## config.mk

```make
export PLATFORM = sky130hd
export DESIGN_NAME = cvsdc_core
export DESIGN_NICKNAME = d
export VERILOG_FILES = /design/src/cvsdc_pkg.sv /design/src/cvsdc_bitdiv.sv /design/src/cvsdc_core.sv
export SDC_FILE = /design/constraint.sdc
export NUM_CORES = 1
export LEC_CHECK = 0
export ABC_AREA = 0
export BUFFER_PORTS_ARGS = -buffer_cell sky130_fd_sc_hd__buf_2
export CORE_MARGIN = 2
export CORE_UTILIZATION = 25
export CTS_BUF_LIST = sky130_fd_sc_hd__clkbuf_8
export DETAILED_ROUTE_END_ITERATION = 7
export GPL_TIMING_DRIVEN = 1
export HOLD_SLACK_MARGIN = 0.03
export PLACE_DENSITY = 0.43
export SYNTH_ARGS = -nofsm -noshare
export SYNTH_HDL_FRONTEND = slang
export SYNTH_SLANG_ARGS = --single-unit
```

## constraint.sdc

```tcl
create_clock -name CLK_I -period 1.65 [get_ports CLK_I]
set_clock_uncertainty 0.15 [all_clocks]
set_input_delay 0.33 -clock CLK_I [delete_from_list [all_inputs] [get_ports CLK_I]]
set_output_delay 0.33 -clock CLK_I [all_outputs]
set_load 0.005 [all_outputs]
```

## src/cvsdc_pkg.sv

```systemverilog
// Shared constants for the slope control logic of the delta modulation codec.
// Assumes a single 10 MHz system clock from which the bit clock enable is derived.
package cvsdc_pkg;

  localparam int unsigned CLK_HZ          = 10_000_000;
  // Bit clock rate in Hz; voice use needs at least 8 kHz, 16 to 32 kHz is customary.
  localparam int unsigned BIT_RATE_MIN_HZ = 8_000;
  localparam int unsigned BIT_RATE_HZ     = 16_000;
  // Longest whole number of system cycles per bit that still meets the rate.
  localparam int unsigned BIT_DIV_CYC     = CLK_HZ / BIT_RATE_HZ;
  localparam int unsigned BIT_DIV_MAX_CYC = CLK_HZ / BIT_RATE_MIN_HZ;
  localparam int unsigned DIV_W           = 12;

  localparam int unsigned HIST_MAX_LEN    = 4;
  localparam int unsigned HIST_SHORT_LEN  = 3;

  localparam logic [HIST_MAX_LEN-1:0] HIST_RST = 4'h0;
  localparam logic [DIV_W-1:0]        DIV_RST  = 12'h000;
  localparam logic [DIV_W-1:0]        DIV_LAST = DIV_W'(BIT_DIV_CYC - 1);

endpackage : cvsdc_pkg

```

## src/cvsdc_bitdiv.sv

```systemverilog
// Bit clock enable divider for the slope control logic.
// Assumes CLK_I is the 10 MHz system clock and RST_I is synchronous.
module cvsdc_bitdiv (
  input  wire logic CLK_I,
  input  wire logic RST_I,
  output logic      bit_en_o
);

  typedef struct packed {
    logic [cvsdc_pkg::DIV_W-1:0] cnt;
    logic                        en;
  } cvsdc_div_t;

  cvsdc_div_t st_r;
  cvsdc_div_t st_nxt;

  always_comb begin
    st_nxt    = st_r;
    st_nxt.en = 1'b0;
    if (st_r.cnt == cvsdc_pkg::DIV_LAST) begin
      st_nxt.cnt = cvsdc_pkg::DIV_RST;
      st_nxt.en  = 1'b1;
    end else begin
      st_nxt.cnt = st_r.cnt + 12'h001;
    end
  end

  always_ff @(posedge CLK_I) begin
    if (RST_I) begin
      st_r <= '{cnt: cvsdc_pkg::DIV_RST, en: 1'b0};
    end else begin
      st_r <= st_nxt;
    end
  end

  assign bit_en_o = st_r.en;

endmodule // cvsdc_bitdiv

```

## src/cvsdc_core.sv

```systemverilog
// Slope control logic of a delta modulation codec: sign latch, history
// register and coincidence detector, run per bit clock enable on transmit and per RX_BIT_VALID_I on receive.
// Assumes the comparator sign arrives asynchronously and the analog
// integrator, syllabic filter and current converter sit outside.
//
// What this block does
// - Latch comparator sign each bit clock, output serially.
// - Sign bit is both data and ramp direction.
// - History register is three or four bits.
// - Coincidence when history all ones or zeros.
// - Coincidence drives syllabic filter; sign sets polarity.
// - Idle input gives alternating bits, no coincidence.
// - Stream carries no framing or sync bits.
// - Bit clock at least 8 kHz.
// - Bit rate equals sample rate, 16-32 kHz typical.
module cvsdc_core (
  input  wire logic CLK_I,
  input  wire logic RST_I,
  input  wire logic CMP_SIGN_I,
  input  wire logic LEN4_SEL_I,
  input  wire logic RX_BIT_I,
  input  wire logic RX_BIT_VALID_I,
  output logic      BIT_EN_O,
  output logic      TX_BIT_O,
  output logic      RAMP_UP_O,
  output logic      COINC_O,
  output logic      RX_RAMP_UP_O,
  output logic      RX_COINC_O
);

  ////////////////////////////////////////////////////////////////////////////
  typedef struct packed {
    logic [1:0]                         sync;
    logic                               len4;
    logic [cvsdc_pkg::HIST_MAX_LEN-1:0] tx_hist;
    logic                               tx_bit;
    logic                               tx_coinc;
    logic [cvsdc_pkg::HIST_MAX_LEN-1:0] rx_hist;
    logic                               rx_bit;
    logic                               rx_coinc;
  } cvsdc_st_t;

  cvsdc_st_t st_r;
  cvsdc_st_t st_nxt;
  logic      bit_en;

  ////////////////////////////////////////////////////////////////////////////
  cvsdc_bitdiv u_bitdiv (
    .CLK_I    (CLK_I),
    .RST_I    (RST_I),
    .bit_en_o (bit_en)
  );

  // All ones or all zeros over the selected length; the fourth stage is
  // ignored for the short option.
  function automatic logic coinc_of(input logic [3:0] h, input logic len4);
    logic lo3;
    lo3 = (h[2:0] == 3'h7) || (h[2:0] == 3'h0);
    if (len4) begin
      coinc_of = (h == 4'hf) || (h == 4'h0);
    end else begin
      coinc_of = lo3;
    end
  endfunction

  ////////////////////////////////////////////////////////////////////////////
  always_comb begin
    logic [3:0] th;
    logic [3:0] rh;
    th     = {st_r.tx_hist[2:0], st_r.sync[1]};
    rh     = {st_r.rx_hist[2:0], RX_BIT_I};
    st_nxt = st_r;
    // Length option is a static strap, captured each clock after reset.
    st_nxt.len4 = LEN4_SEL_I;
    // The comparator is asynchronous, so it is resynchronised before use.
    st_nxt.sync = {st_r.sync[0], CMP_SIGN_I};
    if (bit_en) begin
      // Latched sign becomes the transmitted bit, no framing added.
      st_nxt.tx_bit   = st_r.sync[1];
      st_nxt.tx_hist  = th;
      // Shifted value includes the new bit, so an idle alternating input
      // raises no coincidence once its own bits fill the stages in use.
      st_nxt.tx_coinc = coinc_of(th, st_r.len4);
    end
    // The receive path needs no reset to resynchronise: it only ever
    // looks at the last few bits, so stale contents flush out.
    if (RX_BIT_VALID_I) begin
      st_nxt.rx_bit   = RX_BIT_I;
      st_nxt.rx_hist  = rh;
      st_nxt.rx_coinc = coinc_of(rh, st_r.len4);
    end
  end

  ////////////////////////////////////////////////////////////////////////////
  always_ff @(posedge CLK_I) begin
    if (RST_I) begin
      st_r.sync     <= 2'h0;
      st_r.len4     <= 1'b0;
      st_r.tx_hist  <= cvsdc_pkg::HIST_RST;
      st_r.tx_bit   <= 1'b0;
      st_r.tx_coinc <= 1'b0;
      st_r.rx_hist  <= cvsdc_pkg::HIST_RST;
      st_r.rx_bit   <= 1'b0;
      st_r.rx_coinc <= 1'b0;
    end else begin
      st_r <= st_nxt;
    end
  end

  assign BIT_EN_O     = bit_en;
  assign TX_BIT_O     = st_r.tx_bit;
  assign RAMP_UP_O    = st_r.tx_bit;
  assign COINC_O      = st_r.tx_coinc;
  assign RX_RAMP_UP_O = st_r.rx_bit;
  assign RX_COINC_O   = st_r.rx_coinc;

endmodule // cvsdc_core

```

==> results.sh <==
export IMPL_startpoint="u_bitdiv.st_r[2]"
export IMPL_holdPathStages=2
export IMPL_power_share_switching_pct=19.86
export IMPL_final_layout_size_suffix_gt1_share_pct=23.73
export IMPL_ys_ff_latch=24
export IMPL_synth_largest_area_cell="dfxtp_1"
export IMPL_cts_root_buf="clkbuf_8"
export IMPL_slew_violations=0
export IMPL_synth_area_per_cell_um2=9.552
export IMPL_critPathLaunchType="register"
export IMPL_nets=127
export IMPL_grt_max_degree=15
export IMPL_port_buffers=11
export IMPL_start_util_pct=26.54
export IMPL_pwr_share_comb_pct=5.9
export IMPL_synth_seq_area_share_pct=48.36
export IMPL_path_clk_slew_ns=0.09
export IMPL_ys_flop_type="dfxtp_1"
export IMPL_cp_max_fo=12
export IMPL_synth_warnings=0
export IMPL_p_leak_nw=0.4450
export IMPL_r2r_cells=6
export IMPL_dpl_worst_slack_ns=0.08465
export IMPL_drt_iter0_drc=15
export IMPL_hold_path_endpoint="st_nxt[14]"
export IMPL_drtPass1Iterations=4
export IMPL_antenna_found_initial=0
export IMPL_hold_ws_ns=0.1186
export IMPL_clk_path_buf_depth=2
export IMPL_finalSetupViolCount=0
export IMPL_hold_class="primary input to register"
export IMPL_status="completed"
export IMPL_dieArea_um2=4494
export IMPL_cpLargestDelayFamily="compound AO/OA/AOI/OAI gates"
export IMPL_hold_viol=0
export IMPL_grt_pass1_vias=705
export IMPL_ys_top_cells_by_area="dfxtp_1, mux2i_1, nor2_1"
export IMPL_boundaryPins=12
export IMPL_critical_path_class="register to register"
export IMPL_dp_cells=162
export IMPL_synthCells=104
export IMPL_grt_use_total_pct=9.225
export IMPL_rows=22
export IMPL_synth_edff_count=0
export IMPL_r2r_end="u_bitdiv.st_r[11]"
export IMPL_detail_route_antenna_nets=0
export IMPL_ir_drop_mv=0.4985
export IMPL_slowest_stage="dfxtp_1"
export IMPL_synth_top_area_share_pct=48.36
export IMPL_route_detailed_wl_per_inst_um=10.93
export IMPL_pwr_share_clk_pct=42.9
export IMPL_grt_pass1_wl_um=3111
export IMPL_cp_end_kind="register"
export IMPL_gp_congestion=0.6800
export IMPL_r2r_start="u_bitdiv.st_r[2]"
export IMPL_power_frac_seq_pct=51.2
export IMPL_fin_crit_ns=1.537
export IMPL_power_density_nw_per_um2=971.1
export IMPL_cts_buffers=3
export IMPL_avgViaCountPerCell=4.663
export IMPL_die_width_um=67.04
export IMPL_htreeDepth=1
export IMPL_async_flop_share_pct=0
export IMPL_p_switching_mw=0.2365
export IMPL_fp_coreArea_um2=3744
export IMPL_final_core_util_pct=32.75
export IMPL_slew_headroom_pct=68.12
export IMPL_cts_sinks=24
export IMPL_synthToLayoutAreaGrowth_pct=23.43
export IMPL_period_share_pct=93.12
export IMPL_reg2reg_slack_ns=0.11
export IMPL_worst_slew_pin_slew_ns=0.4716
export IMPL_clock_fmax_ghz=0.6508
export IMPL_place_hpwl_um=1286
export IMPL_path_buf_inv=2
export IMPL_num_antenna_cells=0
export IMPL_vias=774
export IMPL_cts_tree="yes"
export IMPL_clock_latency_ns=0.27
export IMPL_ctsHoldBuffers=0
export IMPL_min_from="CMP_SIGN_I"
export IMPL_fillCellCount=401
export IMPL_drc=0
export IMPL_layoutNonFillerInstCount=166
export IMPL_die_height_um=67.04
export IMPL_synth_most_common_cell="dfxtp_1"
export IMPL_synthesis_area_um2=993.5
export IMPL_internal_power_mw=0.9543
export IMPL_slowest_delay_ns=0.39
export IMPL_synth_common_cells="dfxtp_1, nor2_1, a21oi_1"
export IMPL_routed_wl_um=1815
export IMPL_worstPathCellList="inv_1 > ha_1 > nor4b_1 > buf_4 > a31o_4 > a21oi_1"
export IMPL_ys_types=30
export IMPL_worstPathArrival_ns=1.58
export IMPL_synth_fp_nets=112
export IMPL_timing_final_ws_setup_ns=0.1135
export IMPL_required_ns=1.69
export IMPL_drv_cap=0
export IMPL_grt_ovfl_total=0
==> power groups by stage <==
| stage | Clock (mW) | Sequential [mW] | Combinational, mW |
|---|---|---|---|
| global placement | 0 | 0.619 | 0.0653 |
| detailed placement | 0 | 0.619 | 0.0660 |
| global route | 0.565 | 0.612 | 0.0808 |
| floorplan | 0 | 0.619 | 0.0381 |
| finish | 0.511 | 0.609 | 0.0707 |
| CTS | 0.532 | 0.606 | 0.0665 |
==> cell families (layout without fill, tap and decap cells) <==
kind of cell             count (synthesis)  count (layout)  share of synthesized area, %
adder cells (fa/ha/maj)                  2               2                         2.518
AO/OA/AOI/OAI                           21              21                         13.98
flip-flops                              24              24                         48.36
XOR/XNOR                                 3               3                         2.645
multiplexers                             6               6                         6.046
AND/OR/NAND/NOR                         38              38                         22.17
buffers and inverters                   10              24                         4.282
==> final cells by class <==
cell class / count / area (um^2) / share of cell area (%)
clock buffers: 3 / 41.29 / 3.367
clock inverters: 1 / 30.03 / 2.449
inverters: 5 / 18.77 / 1.531
multi-input cells: 70 / 508.0 / 41.43
flip-flops and latches: 24 / 483.0 / 39.39
well taps: 48 / 60.06 / 4.898
repair buffers: 15 / 85.08 / 6.939
==> how the worst max path moves through the flow <==
stage	endpoint	slack (ns)	cells past startpoint
after floorplan	u_bitdiv.st_r[11]	0.12	4
after global routing	u_bitdiv.st_r[9]	-0.0003	6
final	u_bitdiv.st_r[11]	0.11	6
after detailed placement	u_bitdiv.st_r[10]	0.08	3
after global placement	u_bitdiv.st_r[11]	0.09	4
after CTS	u_bitdiv.st_r[11]	0.06	4
==> registers in the layout (all words and copies together), names as in the netlist <==
name,cells
u_bitdiv.st_r,12
st_r,8
COINC_O,1
RX_COINC_O,1
st_nxt,1
u_bitdiv.bit_en_o,1
==> through the flow <==
stage                     total power [mW]  setup TNS [ns]  area (um^2)
after floorplan                     0.6567               0        993.5
after global placement              0.6841               0         1115
after detailed placement            0.6853               0         1115
after CTS                            1.204               0         1186
after global routing                 1.258      -0.0003429         1226
final                                1.191               0         1226
==> timing repair <==
| item | 4_1_cts | 5_1_grt |
|---|---|---|
| resized for setup | 0 | 7 |
| endpoints found under the setup margin | 0 | 6 |
| setup buffers | 0 | 0 |
==> routing by layer <==
| layer | GRT usage (%) | up-vias | part of all wire (%) |
|---|---|---|---|
| met5 | 0 | - | 0 |
| met4 | 1.531 | 0 | 0.33 |
| met3 | 4.054 | 2 | 5.3 |
| met2 | 15.10 | 15 | 45 |
| met1 | 11.27 | 357 | 49 |
| li1 | - | 400 | - |
==> cell usage in the layout (no fill, tap or decap), types with 3 or more instances in the layout <==
master and instances:
o31ai_1 4, nand3_1 3, or4_1 4, nor2_1 14, inv_1 5, a21oi_1 7
nor2b_1 3, buf_4 4, clkbuf_8 3, mux2i_1 6, dfxtp_1 22, buf_2 11
o21ai_0 3
Note: power is estimated with default switching activity, not from simulation.
